`src/rtl/irq_pkg.sv`:
```
// Constants, carrier structs and state types of the interrupt controller.
// Assumes one 200 MHz system clock and an asynchronous active-high reset.
package irq_pkg;

    // ****************************************
    // Bus and register map
    // ****************************************
    localparam int          APB_AW          = 12;
    localparam int          APB_DW          = 32;
    localparam logic [7:0]  IDX_EDGE_HIGH   = 8'hCA;
    localparam logic [7:0]  IDX_EDGE_LOW    = 8'hCB;
    localparam logic [7:0]  IDX_PEND0       = 8'hCC;
    localparam logic [7:0]  IDX_GROUP       = 8'hCD;
    localparam logic [7:0]  IDX_EDGE_PORT1  = 8'hD7;
    localparam logic [7:0]  IDX_PEND1       = 8'hD8;
    localparam logic [7:0]  IDX_TMR_FLAGS   = 8'hEE;
    localparam logic [7:0]  IDX_SRC_EN      = 8'h40;
    localparam logic [7:0]  IDX_CTRL        = 8'h41;
    localparam logic [7:0]  REG_RST         = 8'h00;

    // ****************************************
    // Field positions
    // ****************************************
    localparam logic [1:0]  EDGE_OFF        = 2'h0;
    localparam logic [1:0]  EDGE_FALL       = 2'h1;
    localparam logic [1:0]  EDGE_RISE       = 2'h2;
    localparam logic [1:0]  EDGE_BOTH       = 2'h3;
    localparam int          N_EXT           = 9;
    localparam int          GRP_TOP         = 7;
    localparam int          TF_T0M          = 7;
    localparam int          TF_T2OV         = 2;
    localparam int          SE_BT           = 0;
    localparam int          SE_WDT          = 1;
    localparam int          SE_T2           = 2;
    localparam int          SE_T1           = 3;
    localparam int          SE_T0           = 4;
    localparam int          SE_SIO          = 5;
    localparam int          CTRL_IE         = 0;
    localparam int          CTRL_BRK        = 1;

    // ****************************************
    // Priorities, vectors and acceptance timing
    // ****************************************
    localparam logic [3:0]  PRIO_EXT1       = 4'h1;
    localparam logic [3:0]  PRIO_EXT3       = 4'h2;
    localparam logic [3:0]  PRIO_EXT5       = 4'h3;
    localparam logic [3:0]  PRIO_EXT6       = 4'h4;
    localparam logic [3:0]  PRIO_GROUP      = 4'h5;
    localparam logic [3:0]  PRIO_SIO        = 4'h7;
    localparam logic [3:0]  PRIO_T0         = 4'hA;
    localparam logic [3:0]  PRIO_T1         = 4'hB;
    localparam logic [3:0]  PRIO_T2         = 4'hC;
    localparam logic [3:0]  PRIO_WDT        = 4'hE;
    localparam logic [3:0]  PRIO_BT         = 4'hF;
    localparam logic [15:0] VEC_TOP         = 16'hFFFE;
    localparam logic [15:0] TCALL0_VECTOR   = 16'hFFC0;
    localparam logic [3:0]  ACCEPT_CYCLES   = 4'h8;
    localparam logic [3:0]  PUSH_FIRST      = 4'h1;
    localparam logic [3:0]  PUSH_LAST       = 4'h3;

    typedef enum logic [0:0] {
        ST_IDLE   = 1'b0,
        ST_ACCEPT = 1'b1
    } acc_state_t;

    typedef struct packed {
        logic              psel;
        logic              penable;
        logic              pwrite;
        logic [APB_AW-1:0] paddr;
        logic [APB_DW-1:0] pwdata;
    } apb_req_t;

    typedef struct packed {
        logic [APB_DW-1:0] prdata;
        logic              pready;
        logic              pslverr;
    } apb_rsp_t;

    typedef struct packed {
        logic instr_done;
        logic software_break_instr;
        logic set_ie;
        logic clr_ie;
    } core_req_t;

    typedef struct packed {
        logic        irq_req;
        logic [15:0] vector;
        logic        sp_dec;
        logic        pc_load;
        logic        psw_brk;
        logic        busy;
        logic        ie;
    } core_rsp_t;

    typedef struct packed {
        logic       bt;
        logic       wdt;
        logic       sio;
        logic [2:0] t_match;
        logic [2:0] t_ovf;
    } src_evt_t;

    // Vector of a priority level: two bytes apart, level 0 at the top
    function automatic logic [15:0] vector_of(input logic [3:0] prio);
        vector_of = VEC_TOP - {11'h000, prio, 1'b0};
    endfunction

endpackage

```
`src/rtl/ext_edge_detect.sv`:
```
// Synchronises the external pins and flags the selected edges.
// Assumes asynchronous pins and a per-input two-bit edge code.
`timescale 1ns/10ps
module ext_edge_detect #(
    parameter int N = 9
) (
    input  wire logic           clk_sys,
    input  wire logic           sys_rst,
    input  wire logic [N-1:0]   pins,
    input  wire logic [2*N-1:0] edge_cfg,
    output logic      [N-1:0]   edge_hit
);
    typedef struct packed {
        logic [N-1:0] sync1;
        logic [N-1:0] sync2;
        logic [N-1:0] prev;
    } edge_state_t;

    edge_state_t s_q;
    edge_state_t s_d;

    // ****************************************
    // Sampling
    // ****************************************
    always_comb begin
        s_d       = s_q;
        s_d.sync1 = pins;
        s_d.sync2 = s_q.sync1;
        s_d.prev  = s_q.sync2;
    end

    always_ff @(posedge clk_sys or posedge sys_rst) begin
        if (sys_rst) begin
            s_q <= '0;
        end else begin
            s_q <= s_d;
        end
    end

    // ****************************************
    // Edge selection
    // ****************************************
    always_comb begin
        for (int i = 0; i < N; i++) begin
            unique case (edge_cfg[2*i +: 2])
                irq_pkg::EDGE_FALL: edge_hit[i] = s_q.prev[i] & ~s_q.sync2[i];
                irq_pkg::EDGE_RISE: edge_hit[i] = ~s_q.prev[i] & s_q.sync2[i];
                irq_pkg::EDGE_BOTH: edge_hit[i] = s_q.prev[i] ^ s_q.sync2[i];
                irq_pkg::EDGE_OFF:  edge_hit[i] = 1'b0;
            endcase
        end
    end
endmodule

```
`src/rtl/irq_priority_sel.sv`:
```
// Picks the highest-priority pending level out of sixteen.
// Assumes level 0 is reset and never requested here.
`timescale 1ns/10ps
module irq_priority_sel #(
    parameter int LEVELS = 16
) (
    input  wire logic [LEVELS-1:0] req,
    output logic                   valid,
    output logic [3:0]             slot
);
    // Scan from the highest level down so the smallest number wins
    always_comb begin
        valid = 1'b0;
        slot  = 4'h0;
        for (int i = LEVELS - 1; i >= 1; i--) begin
            if (req[i]) begin
                valid = 1'b1;
                slot  = 4'(i);
            end
        end
    end
endmodule

```
`src/rtl/irq_ctrl_top.sv`:
```
// Interrupt prioritisation, vectoring and external edge interrupts.
// Assumes an APB master, a core that strobes instruction boundaries,
// and same-clock event pulses from the timer, serial and watchdog blocks.
//
// Design decision made here: register access over APB.
`timescale 1ns/10ps
module irq_ctrl_top (
    input  wire logic                  clk_sys,
    input  wire logic                  sys_rst,
    input  wire irq_pkg::apb_req_t     apb_req,
    output irq_pkg::apb_rsp_t          apb_rsp,
    input  wire irq_pkg::core_req_t    core_req,
    output irq_pkg::core_rsp_t         core_rsp,
    input  wire irq_pkg::src_evt_t     src_evt,
    input  wire logic [8:0]            ext_pins
);
    typedef struct packed {
        logic [7:0]           edge_high;
        logic [7:0]           edge_low;
        logic [7:0]           edge_port1;
        logic [8:0]           pending;
        logic [4:0]           group;
        logic [5:0]           tmr_flags;
        logic [5:0]           tmr_req;
        logic                 bt_req;
        logic                 wdt_req;
        logic                 sio_req;
        logic                 brk_req;
        logic [5:0]           src_en;
        logic                 brk_flag;
        irq_pkg::acc_state_t  st;
        logic [3:0]           cnt;
        irq_pkg::apb_rsp_t    apb;
        irq_pkg::core_rsp_t   core;
    } ctl_state_t;

    ctl_state_t s_q;
    ctl_state_t s_d;

    logic [17:0] edge_cfg;
    logic [8:0]  edge_hit;
    logic [8:0]  ext_en;
    logic [4:0]  grp_pend;
    logic [15:0] level_req;
    logic        win_valid;
    logic [3:0]  win_slot;
    logic [7:0]  acc_idx;
    logic        wr_now;
    logic        setup;
    logic [7:0]  rd_val;
    logic        mapped;
    logic [5:0]  tmr_set;
    logic [8:0]  pend_clr;
    logic [5:0]  tmr_clr;

    // ****************************************
    // Edge configuration and pin sampling
    // ****************************************
    // Field order follows input number: 0,1 low; 2..5 high; 6..8 port1
    assign edge_cfg = {s_q.edge_port1[5:0], s_q.edge_high, s_q.edge_low[3:0]};

    always_comb begin
        for (int i = 0; i < irq_pkg::N_EXT; i++) begin
            ext_en[i] = edge_cfg[2*i +: 2] != irq_pkg::EDGE_OFF;
        end
    end

    ext_edge_detect #(
        .N        (irq_pkg::N_EXT)
    ) u_edge (
        .clk_sys  (clk_sys),
        .sys_rst  (sys_rst),
        .pins     (ext_pins),
        .edge_cfg (edge_cfg),
        .edge_hit (edge_hit)
    );

    // Group members in flag-bit order: inputs 0, 2, 4, 7, 8
    assign grp_pend = {s_q.pending[0], s_q.pending[2], s_q.pending[4],
                       s_q.pending[7], s_q.pending[8]}
                    & {ext_en[0], ext_en[2], ext_en[4], ext_en[7], ext_en[8]};

    // Timer flag order: t0 match, t0 ovf, t1 match, t1 ovf, t2 match, t2 ovf
    assign tmr_set = {src_evt.t_match[0], src_evt.t_ovf[0],
                      src_evt.t_match[1], src_evt.t_ovf[1],
                      src_evt.t_match[2], src_evt.t_ovf[2]};

    // ****************************************
    // Priority levels
    // ****************************************
    always_comb begin
        level_req                       = '0;
        level_req[irq_pkg::PRIO_EXT1]   = s_q.pending[1] & ext_en[1];
        level_req[irq_pkg::PRIO_EXT3]   = s_q.pending[3] & ext_en[3];
        level_req[irq_pkg::PRIO_EXT5]   = s_q.pending[5] & ext_en[5];
        level_req[irq_pkg::PRIO_EXT6]   = s_q.pending[6] & ext_en[6];
        level_req[irq_pkg::PRIO_GROUP]  = |grp_pend;
        level_req[irq_pkg::PRIO_SIO]    = s_q.sio_req & s_q.src_en[irq_pkg::SE_SIO];
        level_req[irq_pkg::PRIO_T0]     = |s_q.tmr_req[5:4] & s_q.src_en[irq_pkg::SE_T0];
        level_req[irq_pkg::PRIO_T1]     = |s_q.tmr_req[3:2] & s_q.src_en[irq_pkg::SE_T1];
        level_req[irq_pkg::PRIO_T2]     = |s_q.tmr_req[1:0] & s_q.src_en[irq_pkg::SE_T2];
        level_req[irq_pkg::PRIO_WDT]    = s_q.wdt_req & s_q.src_en[irq_pkg::SE_WDT];
        level_req[irq_pkg::PRIO_BT]     = s_q.bt_req & s_q.src_en[irq_pkg::SE_BT];
        if (!s_q.core.ie) begin
            level_req = '0;
        end
    end

    irq_priority_sel #(
        .LEVELS (16)
    ) u_prio (
        .req    (level_req),
        .valid  (win_valid),
        .slot   (win_slot)
    );

    // ****************************************
    // APB decode
    // ****************************************
    localparam int APB_AW_TOP = irq_pkg::APB_AW - 1;

    assign setup   = apb_req.psel & ~apb_req.penable & ~s_q.apb.pready;
    assign wr_now  = apb_req.psel & apb_req.penable & s_q.apb.pready & apb_req.pwrite;
    assign acc_idx = apb_req.paddr[9:2];

    always_comb begin
        mapped = 1'b1;
        rd_val = 8'h00;
        unique case (acc_idx)
            irq_pkg::IDX_EDGE_HIGH:  rd_val = s_q.edge_high;
            irq_pkg::IDX_EDGE_LOW:   rd_val = {4'h0, s_q.edge_low[3:0]};
            irq_pkg::IDX_PEND0:      rd_val = {2'h0, s_q.pending[5:0]};
            irq_pkg::IDX_GROUP:      rd_val = {s_q.group, 3'h0};
            irq_pkg::IDX_EDGE_PORT1: rd_val = {2'h0, s_q.edge_port1[5:0]};
            irq_pkg::IDX_PEND1:      rd_val = {5'h00, s_q.pending[8:6]};
            irq_pkg::IDX_TMR_FLAGS:  rd_val = {s_q.tmr_flags, 2'h0};
            irq_pkg::IDX_SRC_EN:     rd_val = {2'h0, s_q.src_en};
            irq_pkg::IDX_CTRL:       rd_val = {6'h00, s_q.brk_flag, s_q.core.ie};
            default: begin
                mapped = 1'b0;
                rd_val = 8'h00;
            end
        endcase
        if (apb_req.paddr[1:0] != 2'h0 || apb_req.paddr[APB_AW_TOP:10] != '0) begin
            mapped = 1'b0;
            rd_val = 8'h00;
        end
    end

    // ****************************************
    // Acceptance clears
    // ****************************************
    // The whole shared level is cleared; the flag registers keep the cause
    always_comb begin
        pend_clr = '0;
        tmr_clr  = '0;
        if (s_q.st == irq_pkg::ST_IDLE && core_req.instr_done && win_valid) begin
            unique case (win_slot)
                irq_pkg::PRIO_EXT1:  pend_clr[1] = 1'b1;
                irq_pkg::PRIO_EXT3:  pend_clr[3] = 1'b1;
                irq_pkg::PRIO_EXT5:  pend_clr[5] = 1'b1;
                irq_pkg::PRIO_EXT6:  pend_clr[6] = 1'b1;
                irq_pkg::PRIO_GROUP: pend_clr = 9'h195;
                irq_pkg::PRIO_T0:    tmr_clr  = 6'h30;
                irq_pkg::PRIO_T1:    tmr_clr  = 6'h0C;
                irq_pkg::PRIO_T2:    tmr_clr  = 6'h03;
                default: begin
                    pend_clr = '0;
                    tmr_clr  = '0;
                end
            endcase
        end
    end

    // ****************************************
    // Next state
    // ****************************************
    always_comb begin
        s_d = s_q;

        // Bus answer: ready one cycle after setup, data latched with it
        s_d.apb.pready  = setup;
        s_d.apb.pslverr = setup & ~mapped;
        s_d.apb.prdata  = (setup && !apb_req.pwrite) ? {24'h000000, rd_val} : '0;

        // Software writes
        if (wr_now && mapped) begin
            unique case (acc_idx)
                irq_pkg::IDX_EDGE_HIGH:  s_d.edge_high  = apb_req.pwdata[7:0];
                irq_pkg::IDX_EDGE_LOW:   s_d.edge_low   = {4'h0, apb_req.pwdata[3:0]};
                irq_pkg::IDX_PEND0:      s_d.pending[5:0] = apb_req.pwdata[5:0];
                irq_pkg::IDX_GROUP:      s_d.group      = apb_req.pwdata[7:3];
                irq_pkg::IDX_EDGE_PORT1: s_d.edge_port1 = {2'h0, apb_req.pwdata[5:0]};
                irq_pkg::IDX_PEND1:      s_d.pending[8:6] = apb_req.pwdata[2:0];
                irq_pkg::IDX_TMR_FLAGS:  s_d.tmr_flags  = apb_req.pwdata[7:2];
                irq_pkg::IDX_SRC_EN:     s_d.src_en     = apb_req.pwdata[5:0];
                irq_pkg::IDX_CTRL: begin
                    s_d.core.ie  = apb_req.pwdata[irq_pkg::CTRL_IE];
                    s_d.brk_flag = s_d.brk_flag & ~apb_req.pwdata[irq_pkg::CTRL_BRK];
                end
                default: s_d.src_en = s_q.src_en;
            endcase
        end

        // Core enable control; software may re-enable for nesting
        if (core_req.set_ie) begin
            s_d.core.ie = 1'b1;
        end
        if (core_req.clr_ie) begin
            s_d.core.ie = 1'b0;
        end

        // Hardware sets win over same-cycle clears, except the SIO, WDT and BT requests cleared at acceptance
        s_d.pending   = (s_d.pending & ~pend_clr) | (edge_hit & ext_en);
        s_d.group     = s_d.group | ({edge_hit[0], edge_hit[2], edge_hit[4],
                                      edge_hit[7], edge_hit[8]}
                                   & {ext_en[0], ext_en[2], ext_en[4],
                                      ext_en[7], ext_en[8]});
        s_d.tmr_flags = s_d.tmr_flags | tmr_set;
        s_d.tmr_req   = (s_q.tmr_req & ~tmr_clr) | tmr_set;
        s_d.sio_req   = src_evt.sio | s_q.sio_req;
        s_d.wdt_req   = src_evt.wdt | s_q.wdt_req;
        s_d.bt_req    = src_evt.bt | s_q.bt_req;
        s_d.brk_req   = core_req.software_break_instr | s_q.brk_req;

        s_d.core.sp_dec  = 1'b0;
        s_d.core.pc_load = 1'b0;
        s_d.core.psw_brk = 1'b0;
        s_d.core.irq_req = win_valid | s_q.brk_req;

        // Acceptance sequence
        unique case (s_q.st)
            irq_pkg::ST_IDLE: begin
                if (core_req.instr_done && (win_valid || s_q.brk_req)) begin
                    s_d.st        = irq_pkg::ST_ACCEPT;
                    s_d.cnt       = 4'h0;
                    s_d.core.busy = 1'b1;
                    s_d.core.ie   = 1'b0;
                    if (win_valid) begin
                        s_d.core.vector = irq_pkg::vector_of(win_slot);
                        s_d.sio_req = s_d.sio_req & ~(win_slot == irq_pkg::PRIO_SIO);
                        s_d.wdt_req = s_d.wdt_req & ~(win_slot == irq_pkg::PRIO_WDT);
                        s_d.bt_req  = s_d.bt_req & ~(win_slot == irq_pkg::PRIO_BT);
                    end else begin
                        // Break ranks below every maskable source
                        s_d.core.vector  = irq_pkg::TCALL0_VECTOR;
                        s_d.core.psw_brk = 1'b1;
                        s_d.brk_flag     = 1'b1;
                        s_d.brk_req      = core_req.software_break_instr;
                    end
                end
            end
            irq_pkg::ST_ACCEPT: begin
                s_d.cnt = s_q.cnt + 4'h1;
                // Return address high, low, then status word
                s_d.core.sp_dec = (s_q.cnt + 4'h1 >= irq_pkg::PUSH_FIRST)
                               && (s_q.cnt + 4'h1 <= irq_pkg::PUSH_LAST);
                if (s_q.cnt == irq_pkg::ACCEPT_CYCLES - 4'h2) begin
                    s_d.core.pc_load = 1'b1;
                end
                if (s_q.cnt == irq_pkg::ACCEPT_CYCLES - 4'h1) begin
                    s_d.st        = irq_pkg::ST_IDLE;
                    s_d.core.busy = 1'b0;
                end
            end
            default: s_d.st = irq_pkg::ST_IDLE;
        endcase
        if (s_q.st == irq_pkg::ST_ACCEPT || s_d.st == irq_pkg::ST_ACCEPT) begin
            s_d.core.irq_req = 1'b0;
        end
    end

    // ****************************************
    // State register
    // ****************************************
    always_ff @(posedge clk_sys or posedge sys_rst) begin
        if (sys_rst) begin
            s_q            <= '0;
            s_q.edge_high  <= irq_pkg::REG_RST;
            s_q.edge_low   <= irq_pkg::REG_RST;
            s_q.edge_port1 <= irq_pkg::REG_RST;
            s_q.st         <= irq_pkg::ST_IDLE;
        end else begin
            s_q <= s_d;
        end
    end

    assign apb_rsp  = s_q.apb;
    assign core_rsp = s_q.core;
endmodule

```
`config.mk`:
```
export PLATFORM = sky130hd
export DESIGN_NAME = irq_ctrl_top
export DESIGN_NICKNAME = d
export VERILOG_FILES = /design/src/rtl/irq_pkg.sv /design/src/rtl/ext_edge_detect.sv /design/src/rtl/irq_priority_sel.sv /design/src/rtl/irq_ctrl_top.sv
export SDC_FILE = /design/constraint.sdc
export NUM_CORES = 1
export LEC_CHECK = 0
export BUFFER_PORTS_ARGS = -buffer_cell sky130_fd_sc_hd__buf_2
export CAP_MARGIN = 0
export CORE_UTILIZATION = 28
export CTS_CLUSTER_DIAMETER = 120
export DETAILED_ROUTE_END_ITERATION = 7
export PLACE_DENSITY = 0.44
export SETUP_SLACK_MARGIN = 0.4
export SLEW_MARGIN = 20
export SYNTH_ARGS = -nofsm -noshare
export SYNTH_HDL_FRONTEND = slang
export SYNTH_SLANG_ARGS = --single-unit
```
`constraint.sdc`:
```
create_clock -name clk_sys -period 5.4 [get_ports clk_sys]
set_input_delay 0.81 -clock clk_sys [delete_from_list [all_inputs] [get_ports clk_sys]]
set_output_delay 0.81 -clock clk_sys [all_outputs]
set_load 0.005 [all_outputs]
```
==> results of run 1 <==
## area by class of cell
| class | instances | area [um^2] | share of cell area, % |
|---|---|---|---|
| clock buffers | 11 | 233 | 3.66 |
| repair buffers | 79 | 400 | 6.29 |
| flip-flops and latches | 109 | 2730 | 42.9 |
| clock inverters | 4 | 73.8 | 1.16 |
| inverters | 29 | 111 | 1.75 |
| well taps | 265 | 332 | 5.21 |
| multi-input cells | 360 | 2480 | 39.0 |
## power groups by stage
stage | registers [uW] | clock network, uW | logic, uW
6_report | 929 | 709 | 265
5_1_grt | 940 | 764 | 307
4_1_cts | 930 | 735 | 273
3_5_place_dp | 945 | 0 | 270
3_3_place_gp | 943 | 0 | 266
2_1_floorplan | 920 | 0 | 250
## state kept, by name, summed over array words and instances (netlist names)
| name | flops |
|---|---|
| edge_cfg | 18 |
| u_edge.s_q | 9 |
| apb_rsp | 10 |
| s_q | 42 |
| u_edge.s_d | 18 |
| core_rsp | 12 |
## path summary, 6_finish.rpt
path | end | start | slack (ps) | cells after the start
hold / removal | u_edge.s_d[2] | u_edge.s_d[11] | 350 | 0
min in group asynchronous | u_edge.s_d[9] | sys_rst | 620 | 2
setup / recovery | edge_cfg[14] | apb_req[33] | 2440 | 5
setup reg to reg | s_q[77] | edge_cfg[17] | 3010 | 5
max in group asynchronous | s_q[75] | sys_rst | 3670 | 3
hold reg to reg | u_edge.s_d[2] | u_edge.s_d[11] | 350 | 0
## cell families (layout without fill, tap and decap cells)
family	count (synthesis)	count (layout)	synth area share [%]
AND/OR/NAND/NOR	163	163	15.6
flip-flops	109	109	47.9
AO/OA/AOI/OAI	105	105	13.1
buffers and inverters	95	123	10.1
multiplexers	44	44	8.31
adder cells (fa/ha/maj)	21	21	4.62
XOR/XNOR	2	2	0.308
other	1	25	0.0659
## metrics by stage
step | cells | instance area (um^2) | power (uW) | util (%) | hold WS (ps)
2_1_floorplan | 564 | 5780 | 1170 | - | 331
3_3_place_gp | 842 | 6050 | 1210 | 30.7 | 336
3_5_place_dp | 842 | 6050 | 1220 | 30.7 | 335
4_1_cts | 857 | 6360 | 1940 | 32.3 | 350
5_1_grt | 857 | 6360 | 2010 | 32.3 | 360
6_report | 857 | 6360 | 1900 | 32.3 | 349
## Yosys cell counts (3+ instances only)
master | count | area (um^2)
sky130_fd_sc_hd__ha_1 | 21 | 263
sky130_fd_sc_hd__o21a_1 | 4 | 30.0
sky130_fd_sc_hd__nand2_1 | 47 | 176
sky130_fd_sc_hd__nand4b_1 | 3 | 26.3
sky130_fd_sc_hd__o211ai_1 | 11 | 82.6
sky130_fd_sc_hd__inv_1 | 29 | 109
sky130_fd_sc_hd__mux2i_1 | 18 | 180
sky130_fd_sc_hd__o211a_1 | 5 | 50.1
sky130_fd_sc_hd__o221ai_1 | 3 | 26.3
sky130_fd_sc_hd__nor2_1 | 34 | 128
sky130_fd_sc_hd__mux2_1 | 7 | 78.8
sky130_fd_sc_hd__nor2b_1 | 5 | 31.3
sky130_fd_sc_hd__a21oi_1 | 18 | 90.1
sky130_fd_sc_hd__nand3b_1 | 6 | 45.0
sky130_fd_sc_hd__and2_1 | 6 | 37.5
sky130_fd_sc_hd__nor3_1 | 6 | 30.0
sky130_fd_sc_hd__a22o_1 | 11 | 96.3
sky130_fd_sc_hd__and3_1 | 3 | 18.8
sky130_fd_sc_hd__o31a_1 | 5 | 43.8
sky130_fd_sc_hd__dfrtp_1 | 109 | 2730
sky130_fd_sc_hd__a31oi_1 | 5 | 31.3
sky130_fd_sc_hd__a22oi_1 | 5 | 37.5
sky130_fd_sc_hd__buf_4 | 58 | 435
sky130_fd_sc_hd__o21ai_0 | 18 | 90.1
sky130_fd_sc_hd__clkbuf_1 | 6 | 22.5
sky130_fd_sc_hd__nand3_1 | 23 | 115
sky130_fd_sc_hd__nand2b_1 | 4 | 25.0
sky130_fd_sc_hd__mux2_2 | 19 | 214
sky130_fd_sc_hd__nor4_1 | 3 | 18.8
sky130_fd_sc_hd__nand4_1 | 6 | 37.5
## cell usage in the layout (no fill, tap or decap), types with 5 or more instances in the layout
| master | instances |
|---|---|
| sky130_fd_sc_hd__and2_1 | 6 |
| sky130_fd_sc_hd__ha_1 | 21 |
| sky130_fd_sc_hd__a22o_1 | 11 |
| sky130_fd_sc_hd__nand4_1 | 6 |
| sky130_fd_sc_hd__a21oi_1 | 18 |
| sky130_fd_sc_hd__o31a_1 | 5 |
| sky130_fd_sc_hd__a31oi_1 | 5 |
| sky130_fd_sc_hd__o211ai_1 | 11 |
| sky130_fd_sc_hd__dfrtp_1 | 109 |
| sky130_fd_sc_hd__nor2b_1 | 5 |
| sky130_fd_sc_hd__mux2i_1 | 18 |
| sky130_fd_sc_hd__nor3_1 | 6 |
| sky130_fd_sc_hd__nand3_1 | 23 |
| sky130_fd_sc_hd__nand3b_1 | 6 |
| sky130_fd_sc_hd__nor2_1 | 34 |
| sky130_fd_sc_hd__mux2_2 | 19 |
| sky130_fd_sc_hd__o211a_1 | 5 |
| sky130_fd_sc_hd__buf_2 | 77 |
| sky130_fd_sc_hd__conb_1 | 25 |
| sky130_fd_sc_hd__mux2_1 | 7 |
| sky130_fd_sc_hd__a22oi_1 | 5 |
| sky130_fd_sc_hd__o21ai_0 | 18 |
| sky130_fd_sc_hd__clkbuf_16 | 9 |
| sky130_fd_sc_hd__inv_1 | 28 |
| sky130_fd_sc_hd__nand2_1 | 47 |
## metal layers
metal  wire, um  vias to the layer above
met5          0                        -
met4        251                        0
met3        603                       12
met2       6590                      137
met1       6970                     1979
li1           -                     1943
==> summary by stage, run 1 <==
Die
From bottom edge to top edge, the die measures 145 um. From left edge to right edge, the die measures 145 um. The initial utilization of the core area, before any placement, comes to 28.9%. The core region is 19,700 um^2. The number of cell rows is 51. For this design the top-level I/O count stands at 127. The die footprint is 20,900 um^2.

Power and ir drop
Cell internal power was estimated by the tool at 1400 uW. The share of total power consumed by net switching is 26.6%. The static leakage power is 0.00308 uW. The power share of the combinational group is 13.9%. The largest voltage drop on the vdd net is 0.144 mV. The share of total power dissipated in sequential elements is 48.8%. The net switching power is 506 uW. Dividing total power by cell area gives a power density of 299 nW/um^2.

Per report_power, the clock group accounts for 37.3% of the total.

Placed design
The HPWL after detailed placement is 10,800 um. Prior to clock tree synthesis, the placed netlist has a worst setup slack of 2040 ps. Routability-driven placement finished with a final weighted congestion of 0.822.

During placement, the flow inserted port buffers numbering 77.

Worst setup path
The worst setup path is captured at a flip-flop. For the worst setup path, the data arrival time is 3210 ps. The cell type group with the largest total delay on the critical path is simple AND/OR/NAND/NOR gates. The slowest cell on the critical path is sky130_fd_sc_hd__nor2_2. Together, buffers and inverters on the worst path number 1. For this run, the slowest stage of the critical path takes 700 ps. Traced cell by cell, the critical path runs through buf_2 -> or4_1 -> nor2_2 -> nand4_1 -> mux2_2.

STA puts the critical path data required time at 5640 ps. The worst setup path is launched from an input pin. In this run the worst path has a maximum fanout of 15.

The setup path with the least slack is of type input pin to flip-flop.

Timing
In this run the tightest slew margin relative to its limit is 22.0%. The number of pins exceeding their max-slew limit in the final report came to 0. The minimum clock period is 2960 ps. The setup total negative slack is 0 ps. Setup violations remaining at the end of the flow were counted as 0.

The slew at the pin closest to its max-slew limit is 1160 ps. The post-route worst setup slack is 2440 ps. The hold violation total from the final report is 0. The final clock skew is 6.41 ps. The fraction of the cycle the final worst path needs is 54.8%. Derived from the worst setup path, the maximum achievable clock frequency is 0.338 GHz. Setup repair after global routing left no endpoint under its margin.

Synth
The sequential-to-total area share from yosys stat is 47.9%. For this run, asynchronously set or reset flops after synthesis account for 100%. The count of synthesis-stage warnings from yosys is 0. The count of cell types in the netlist is 61. The number of enable flip-flop cells after synthesis is 0. The cell count after synthesis came out at 540. In the synthesized netlist the dominant register cell turns out to be sky130_fd_sc_hd__dfrtp_1.

The mapped netlist covers 5690 um^2. In this run, synthesis produced a sequential element count of 109. The mean area per synthesized cell is 10.5 um^2.

Global route
In the global route stage, met1 resource usage came out at 20.3%. The first global-routing pass estimated 22,400 um of wire. Entering global routing, the biggest net connects 71 pins. The total congestion overflow after global routing is 0. The via count of the first global-routing pass came to 4,033. The met3 routing resource usage after global routing is 2.12%. For this run, global-route usage on met2 was measured as 22.7%. The layer flagged by global routing as most heavily used is met2. The initial antenna violation count is 0.

The all-layer global routing usage is 14.6%.

Clock network
Counting the buffers created by CTS gives 9. Clock-pin slew was measured on the worst setup and hold paths at 70 ps. The total setup buffers inserted after CTS is 0. The clock passes through at most 2 buffers.

The number of levels in the clock H-tree is 3. The CTS tree is done. After clock tree synthesis, the repair step resized 0 gates. The root buffer selected by CTS is sky130_fd_sc_hd__clkbuf_16. The number of buffers inserted for hold repair after clock tree synthesis is 0. The clock latency on the worst-skew pair is 360 ps.

The clock net in this run drives a total of 109 sinks.

Detailed routing
In this run, the number of DRC markers left after iteration 0 of detailed routing was 217. In the routed design, unresolved DRC markers number 0. The routed length per instance is 16.8 um.

The total detailed-routing wirelength is 14,400 um. The detailed-routing iteration count for the pre-antenna-repair pass is 5. The final antenna-violating net count is 0. The total vias in the final route is 4,071. Dividing the detail-routed via count by the number of cells gives 4.75.

Status
The flow ran to the end, and the final reports show no timing, DRC or antenna violations.

Finish
The share of post-route cells with drive strength above 1 is 20.8%. Fill cells in the final layout number 2,038. The final layout contains 680 nets. 0 antenna diodes ended up in the layout. Compared with the post-synthesis result, the final layout area differs by 11.8%.

Worst hold path
The path class of the lowest-slack min-delay path is flip-flop to flip-flop.

Job
The tool flagged a number of max-cap violations equal to 0.
No activity file was read; power rests on OpenSTA's default activity.
==> inputs of run 2 (changes only) <==
--- a/config.mk
+++ b/config.mk
@@ -5,6 +5,7 @@
 export SDC_FILE = /design/constraint.sdc
 export NUM_CORES = 1
 export LEC_CHECK = 0
+export ABC_AREA = 1
 export BUFFER_PORTS_ARGS = -buffer_cell sky130_fd_sc_hd__buf_2
 export CAP_MARGIN = 0
 export CORE_UTILIZATION = 28
==> constraint.sdc (replaced) <==
create_clock -name clk_sys -period 3 [get_ports clk_sys]
set_input_delay 0.45 -clock clk_sys [delete_from_list [all_inputs] [get_ports clk_sys]]
set_output_delay 0.45 -clock clk_sys [all_outputs]
set_load 0.005 [all_outputs]
==> summary by stage, run 2 <==
Power and ir drop
In this run, the combinational gates consume 19.7% of the power. In this run switching power makes up 29.1% of total power. The largest voltage drop on the vdd net is 0.278 mV.

The sequential fraction of design power is 44.3%. The static leakage power is 0.00340 uW. Internal power comes to 2750 uW. Power spread over the standard cell area amounts to 587 nW/um^2. The proportion of power drawn by the clock network is 36.0%.

For this design the total switching power over the nets is 1130 uW.

Timing
The relative slew slack is 62.2%. The fraction of the cycle the final worst path needs is 74.7%. For the finished layout, the period the worst path requires is 2240 ps. The hold violation total from the final report is 0.

The setup-violating endpoint count in the final report is 0. Timing would allow up to 0.446 GHz. The number of pins exceeding their max-slew limit in the final report is 0. Setup repair after global routing left no endpoint under its margin.

The post-route worst setup slack is 759 ps. The final clock skew is 8.92 ps. The slew at the pin closest to its max-slew limit is 566 ps. Adding up every negative setup slack in the final design gives 0 ps.

Finish
The leading cell type in the layout, fill and taps excluded is sky130_fd_sc_hd__nand2_1. The number of flip-flops under the largest register name is 42. Registers take 2730 um^2. The final layout contains 868 nets.

In the final layout, the multi-input gates occupy 2300 um^2. The number of fillers in the final layout is 2,162. The largest register by flop count is s_q. 0 antenna diodes ended up in the layout.

Cells with a size suffix above 1 make up 15.5% of the layout. The top cell types in the final layout, fill and taps aside, are sky130_fd_sc_hd__nand2_1, sky130_fd_sc_hd__dfrtp_1, sky130_fd_sc_hd__inv_1. The final instance area is 6620 um^2. The area overhead of the layout relative to synthesis is 14.3%.

Synth
sky130_fd_sc_hd__dfrtp_1 takes more of the synthesized area than any other cell. The number of enable flip-flop cells after synthesis is 0. The number of instances in the synthesized netlist is 714.

The mapped netlist covers 5790 um^2. By area the synthesized netlist is led by sky130_fd_sc_hd__dfrtp_1, sky130_fd_sc_hd__nand2_1, sky130_fd_sc_hd__buf_4. The sequential-to-total area share from yosys stat is 47.1%. The most common cell in the synthesized netlist is sky130_fd_sc_hd__nand2_1. The count of synthesis-stage warnings from yosys is 0.

The mean area per synthesized cell is 8.11 um^2. The fraction of post-synthesis cell area in the top cell type by area is 47.1%. Counting instances in the post-synthesis netlist gives the leading cell types as sky130_fd_sc_hd__nand2_1, sky130_fd_sc_hd__dfrtp_1, sky130_fd_sc_hd__inv_1. After synthesis the netlist holds a flip-flop and latch count of 109. Synthesis instantiated 39 different standard cells from the library.

The async set-or-reset flop fraction in the synthesized netlist is 100%. The prevailing post-synth register cell is sky130_fd_sc_hd__dfrtp_1.

Die
The core area is 20,200 um^2. The die is 146 um tall. The die span in x is 146 um.

The floorplan has 52 rows. The initial cell density of the core is 28.6%. The die footprint is 21,300 um^2. 127 I/O pins were placed.

Worst setup path
The delay contributed by the slowest stage of the critical path is 400 ps. The launching instance or port of the critical path is apb_req[34]. The largest fanout on the critical path is 13. The logic depth of the worst register-to-register path is 12. The critical path goes through buf_2 -> inv_1 -> nand2_1 -> nor2_1 -> nand2_2 -> inv_1 -> nor3_1 -> nand2_1 -> nand3_2 -> inv_2 -> buf_4 -> nand2_1 -> nand2_1 -> nand2_1 -> nand2_1. For this design, the slowest cell found on the critical path is sky130_fd_sc_hd__nor3_1.

STA classifies the critical path endpoint as a flip-flop. The number of gates on the worst path with buffers counted is 15. The cell type group with the largest total delay on the critical path is simple AND/OR/NAND/NOR gates. The startpoint class of the critical path is an input pin. At the worst endpoint, the arrival time is 2470 ps. The critical register-to-register path endpoint is s_q[61]. In this run the register-to-register setup slack is 800 ps.

The last element of the critical path is s_q[89]. The buffers plus inverters on the worst setup path is 5. The library cell appearing most often on the critical path is sky130_fd_sc_hd__nand2_1. The category of the most critical setup path is input pin to flip-flop. STA puts the critical path data required time at 3230 ps.

The critical register-to-register path startpoint is edge_cfg[6].

Clock network
The clock passes through at most 2 buffers. The CTS buffer count is 9. The number of buffers inserted for hold repair after clock tree synthesis is 0. Post-CTS repair changed the size of 0 cells. The CTS tree is done. The clock latency on the worst-skew pair is 360 ps. The clock slew at the register clock pins of the worst setup and hold paths is 80 ps. The clock sink count is 109. The H-tree was split into 3 levels.

The total setup buffers inserted after CTS is 0. The root buffer selected by CTS is sky130_fd_sc_hd__clkbuf_16.

Global route
The initial antenna violation count is 0. The global-route wire length before repair is 24,700 um. The via count of the first global-routing pass is 4,518.

Entering global routing, the biggest net connects 62 pins. The total congestion overflow after global routing is 0. Global routing used 15.1% of the available tracks across all layers.

Detailed routing
The number of vias per cell is 4.37. The final antenna-violating net count is 0. The total DRC errors in the routed layout is 0. For this block, the via count after detailed routing is 4,589.

The routed length per instance is 14.5 um. The total detailed-routing wirelength is 15,300 um. The violation count after the first detailed-route iteration is 270. The first detailed-routing pass took 4 iterations.

Status
The flow ran to the end, and the final reports show no timing, DRC or antenna violations.

Placed design
The count of buffers added on input and output ports is 77. The post-detailed-placement half-perimeter wirelength is 11,900 um. Summing all placed instances gives a cell area of 6260 um^2. At the end of routability-driven placement, the weighted congestion stood at 0.845.

The worst slack at placement is 375 ps.

Worst hold path
The path class of the lowest-slack min-delay path is input pin to asynchronous set/reset pin.

Job
Max-cap violations in this run came to 0.
run 2: changes by cell type in the layout (fill, tap and decap cells not counted), sizes merged, moves of 7 or more:
cell    previous run  this run
inv               29       101
o21ai             20        56
a22o              11         0
nand2             48       171
mux2i             18         0
a211oi             2        11
nand3             24        50
nor2              35        63
o211ai            11         1
a31oi              5        12
buf               79        93
mux2              26         0
a21oi             18         8
run 2: power groups by stage:
stage	combinational (uW)	clock (uW)	sequential, uW
finish	763	1400	1720
global placement	772	0	1750
detailed placement	769	0	1750
CTS	772	1450	1720
global route	895	1490	1740
floorplan	673	0	1730
run 2: logic make-up (layout without fill, tap and decap cells):
| group | count (synthesis) | after routing | share of synthesized area (%) |
|---|---|---|---|
| and+or+nand+nor | 308 | 308 | 22.4 |
| buffers and inverters | 169 | 212 | 14.9 |
| DFF | 109 | 109 | 47.1 |
| AOI/OAI and AO/OA | 104 | 104 | 10.7 |
| adders and majority gates | 21 | 21 | 4.54 |
| xor gates and xnor gates | 2 | 2 | 0.303 |
| other | 1 | 25 | 0.0648 |
run 2: layout make-up:
type	count	share of cell area, %
Timing Repair Buffer	93	7.83
Inverter	103	5.90
Clock buffer	10	3.61
Sequential cell	109	41.2
Tap cell	270	5.10
Clock inverter	6	1.64
Multi-Input combinational cell	460	34.7
run 2: metrics by stage:
stage	utilization [%]	instances	hold WS, ps	power (uW)
global placement	31.0	1035	331	2520
finish	32.7	1051	96.4	3880
global route	32.7	1051	125	4130
floorplan	-	738	331	2400
CTS	32.7	1051	106	3940
detailed placement	31.0	1035	335	2520
run 2: how the worst min path moves through the flow:
stage	from	to	slack, ps	cells after the start
final	sys_rst	core_rsp[3]	100	2
after global placement	u_edge.s_d[14]	u_edge.s_d[5]	330	0
after detailed placement	u_edge.s_d[9]	u_edge.s_d[0]	330	0
after floorplan	u_edge.s_d[9]	u_edge.s_d[0]	330	0
after global routing	sys_rst	core_rsp[3]	130	2
after CTS	sys_rst	core_rsp[3]	110	2
run 2: per-layer routing:
| layer | GRT usage, % | share of wire, % | vias to the layer above |
|---|---|---|---|
| met5 | 0 | 0 | - |
| met1 | 19.8 | 47 | 2128 |
| li1 | - | - | 2336 |
| met4 | 4.53 | 1.7 | 0 |
| met3 | 3.04 | 4.1 | 20 |
| met2 | 24.9 | 47 | 105 |
==> inputs of run 3 (changes only) <==
==> constraint.sdc (replaced) <==
create_clock -name clk_sys -period 2.1 [get_ports clk_sys]
set_input_delay 0.315 -clock clk_sys [delete_from_list [all_inputs] [get_ports clk_sys]]
set_output_delay 0.315 -clock clk_sys [all_outputs]
set_load 0.005 [all_outputs]
==> summary by stage, run 3 (synthesized netlist as in run 2, its figures left out) <==
Placed design
At the end of routability-driven placement, the weighted congestion stood at 0.814. The wire-length estimate of the detail-placed layout is 12,200 um. Port buffering added 77 buffers. The cell total after placement is 1,081.

Timing
Clock skew on the completed layout was measured at 8.76 ps. The slew at the pin closest to its max-slew limit is 600 ps. The minimum clock period is 1860 ps. Setup repair after global routing could not meet its margin everywhere. The hold violation total from the final report is 0. Based on the critical path, the design can be clocked at up to 0.538 GHz.

The relative slew slack is 60.0%. Setup violations remaining at the end of the flow were counted as 0. The number of pins exceeding their max-slew limit in the final report was 0. The final critical path takes up 88.5% of the cycle.

Status
The run finished with clean final reports.

Clock network
The CTS tree is done. Counting along the longest clock path gives a buffer depth of 2. In this run, post-CTS hold repair placed 0 buffers. CTS placed an instance of sky130_fd_sc_hd__clkbuf_16 at the clock tree root. CTS built an H-tree with a depth of 3. The clock sink count is 109. The clock reaches the later pin of the worst-skew pair after 360 ps.

The CTS buffer count is 9. The clock slew at the register clock pins of the worst setup and hold paths is 80 ps.

Worst setup path
The startpoint class of the critical path is a flip-flop. Tracing the worst setup path back leads to its startpoint at edge_cfg[11]. For the worst setup path, the data arrival time is 2100 ps.

The slowest cell on the critical path is sky130_fd_sc_hd__dfrtp_1. The category of the most critical setup path is flip-flop to flip-flop. Traced cell by cell, the critical path runs through nor2_2 -> nor3_4 -> buf_6 -> nor2_4 -> nand2_4 -> nor2_4 -> nand2_2 -> nor2_4 -> nand2_4 -> nand3_4 -> nor2_2 -> inv_1 -> o21ai_0. The startpoint identified for the worst register-to-register timing path is edge_cfg[11].

The required time of the critical path is 2340 ps. In this run the worst setup path terminates at s_q[61]. The number of cells on the worst reg-to-reg path is 13.

The critical register-to-register path endpoint is s_q[61]. The endpoint kind of the worst setup timing path is a flip-flop. The most numerous cell type found on the critical path is sky130_fd_sc_hd__nor2_4. The delay contributed by the slowest stage of the critical path is 390 ps. The minimum setup slack among reg-to-reg paths is 240 ps. In this run the worst path has a maximum fanout of 6.

Global route
The maximum number of pins on one net before global-route repair is 110. The via count of the first global-routing pass is 4,722. Global routing used 15.6% of the available tracks across all layers. The first global-routing pass estimated 25,500 um of wire.

The total congestion overflow after global routing is 0. The initial antenna violation count is 0.

Die
The core area is 20,200 um^2. The count of boundary I/O pins is 127. The floorplan has 52 rows.

Measured along the y axis, the die boundary spans 146 um. The die footprint is 21,300 um^2. The initial cell density of the core is 28.6%. The die span in x is 146 um.

Finish
The finished layout holds 1,117 standard cells, fillers aside. The area growth from synthesis to layout is 30.8%. The share of post-route cells with drive strength above 1 is 31.8%. Leaving out fill and tap cells, the most frequent cell in the layout is sky130_fd_sc_hd__nand2_1. The largest register by flop count is s_q. The register with the most flip-flops in the layout has 42 of them. The top cell types in the final layout, fill and taps aside, are sky130_fd_sc_hd__nand2_1, sky130_fd_sc_hd__dfrtp_1, sky130_fd_sc_hd__inv_1. The number of nets at the end of the flow is 934. 0 antenna diodes ended up in the layout. The core occupancy in the finished layout is 37.4%. The area occupied by multi-input gates is 2740 um^2.

The area used by sequential logic in the layout is 2730 um^2. The number of fillers in the final layout is 2,143.

Worst hold path
The worst hold path cell count is 1. The worst hold path belongs to the class input pin to flip-flop.

Power and ir drop
The analysis attributes to cell leakage a power of 0.00379 uW. The worst-case IR drop observed on VDD is 0.383 mV. Power spread over the standard cell area amounts to 772 nW/um^2.

Detailed routing
For this block, the routed nets add up to 16,300 um of wire. The detail route stage leaves a number of antenna-violating nets equal to 0. Using the TritonRoute via totals, the vias-per-cell ratio works out to 4.43. The violation count after the first detailed-route iteration is 226.

The detailed-routing iteration count for the pre-antenna-repair pass is 5. The routed length per instance is 14.6 um. The total DRC errors in the routed layout is 0. For this block, the via count after detailed routing is 4,946.

Job
The number of max-capacitance violations reported is 0.
==> run 3: cell types whose count changed in the layout (fill, tap and decap cells not counted), sizes merged <==
cell,change
clkinv,+1
clkbuf,+2
buf,+65
nand3,+1
inv,-1
bufinv,-2
==> run 3: report_power, final <==
part,switching [uW],total (uW),internal (uW)
logic,890,1580,686
clock network,794,1810,1020
registers,152,2460,2310
==> run 3: layout make-up <==
type                            instances  share of cell area, %
Sequential cell                       109                   36.0
Timing Repair Buffer                  158                   13.8
Clock buffer                           12                   3.52
Inverter                              103                   5.48
Clock inverter                          4                  0.595
Multi-Input combinational cell        461                   36.2
Tap cell                              270                   4.46
==> run 3: per-stage QoR <==
step | area (um^2) | hold slack [ps] | setup WS (ps) | setup TNS (ps) | power (uW)
4_1_cts | 7140 | 42.8 | 222 | 0 | 5650
2_1_floorplan | 5920 | 331 | 401 | 0 | 3440
3_5_place_dp | 6640 | 335 | -83.5 | -555 | 3690
3_3_place_gp | 6640 | 334 | -76.0 | -623 | 3680
6_report | 7580 | 54.3 | 242 | 0 | 5850
5_1_grt | 7580 | 43.5 | 178 | 0 | 6210
==> run 3: metal layers <==
metal  vias up  wire [um]  part of all wire, %  global-route usage [%]
met1      2341       7630                   47                    20.6
met3        20        574                  3.5                    2.79
met2       110       7800                   48                    25.8
li1       2475          -                    -                       -
met4         0        325                  2.0                    5.05
met5         -          0                    0                       0
==> run 3: worst min-delay path by stage <==
stage / from / end / slack [ps]
after detailed placement: u_edge.s_d[9] / u_edge.s_d[0] / 330
after CTS: ext_pins[3] / u_edge.s_d[12] / 40
after global placement: u_edge.s_d[14] / u_edge.s_d[5] / 330
after global routing: ext_pins[4] / u_edge.s_d[13] / 40
after floorplan: u_edge.s_d[9] / u_edge.s_d[0] / 330
final: ext_pins[1] / u_edge.s_d[10] / 50
==> run 3: what timing repair did <==
action | in CTS | in global routing
setup endpoints to repair | 37 | 77
setup buffers | 8 | 11
pin swaps | 12 | 30
cloned | 0 | 1
resized for setup | 40 | 103
==> run 3: critical path: cells and delay by family, from the launching register on <==
kind	cells	cell delay [ps]
AO/OA/AOI/OAI	1	90
buffers and inverters	2	210
flip-flops	1	390
AND/OR/NAND/NOR	10	1050
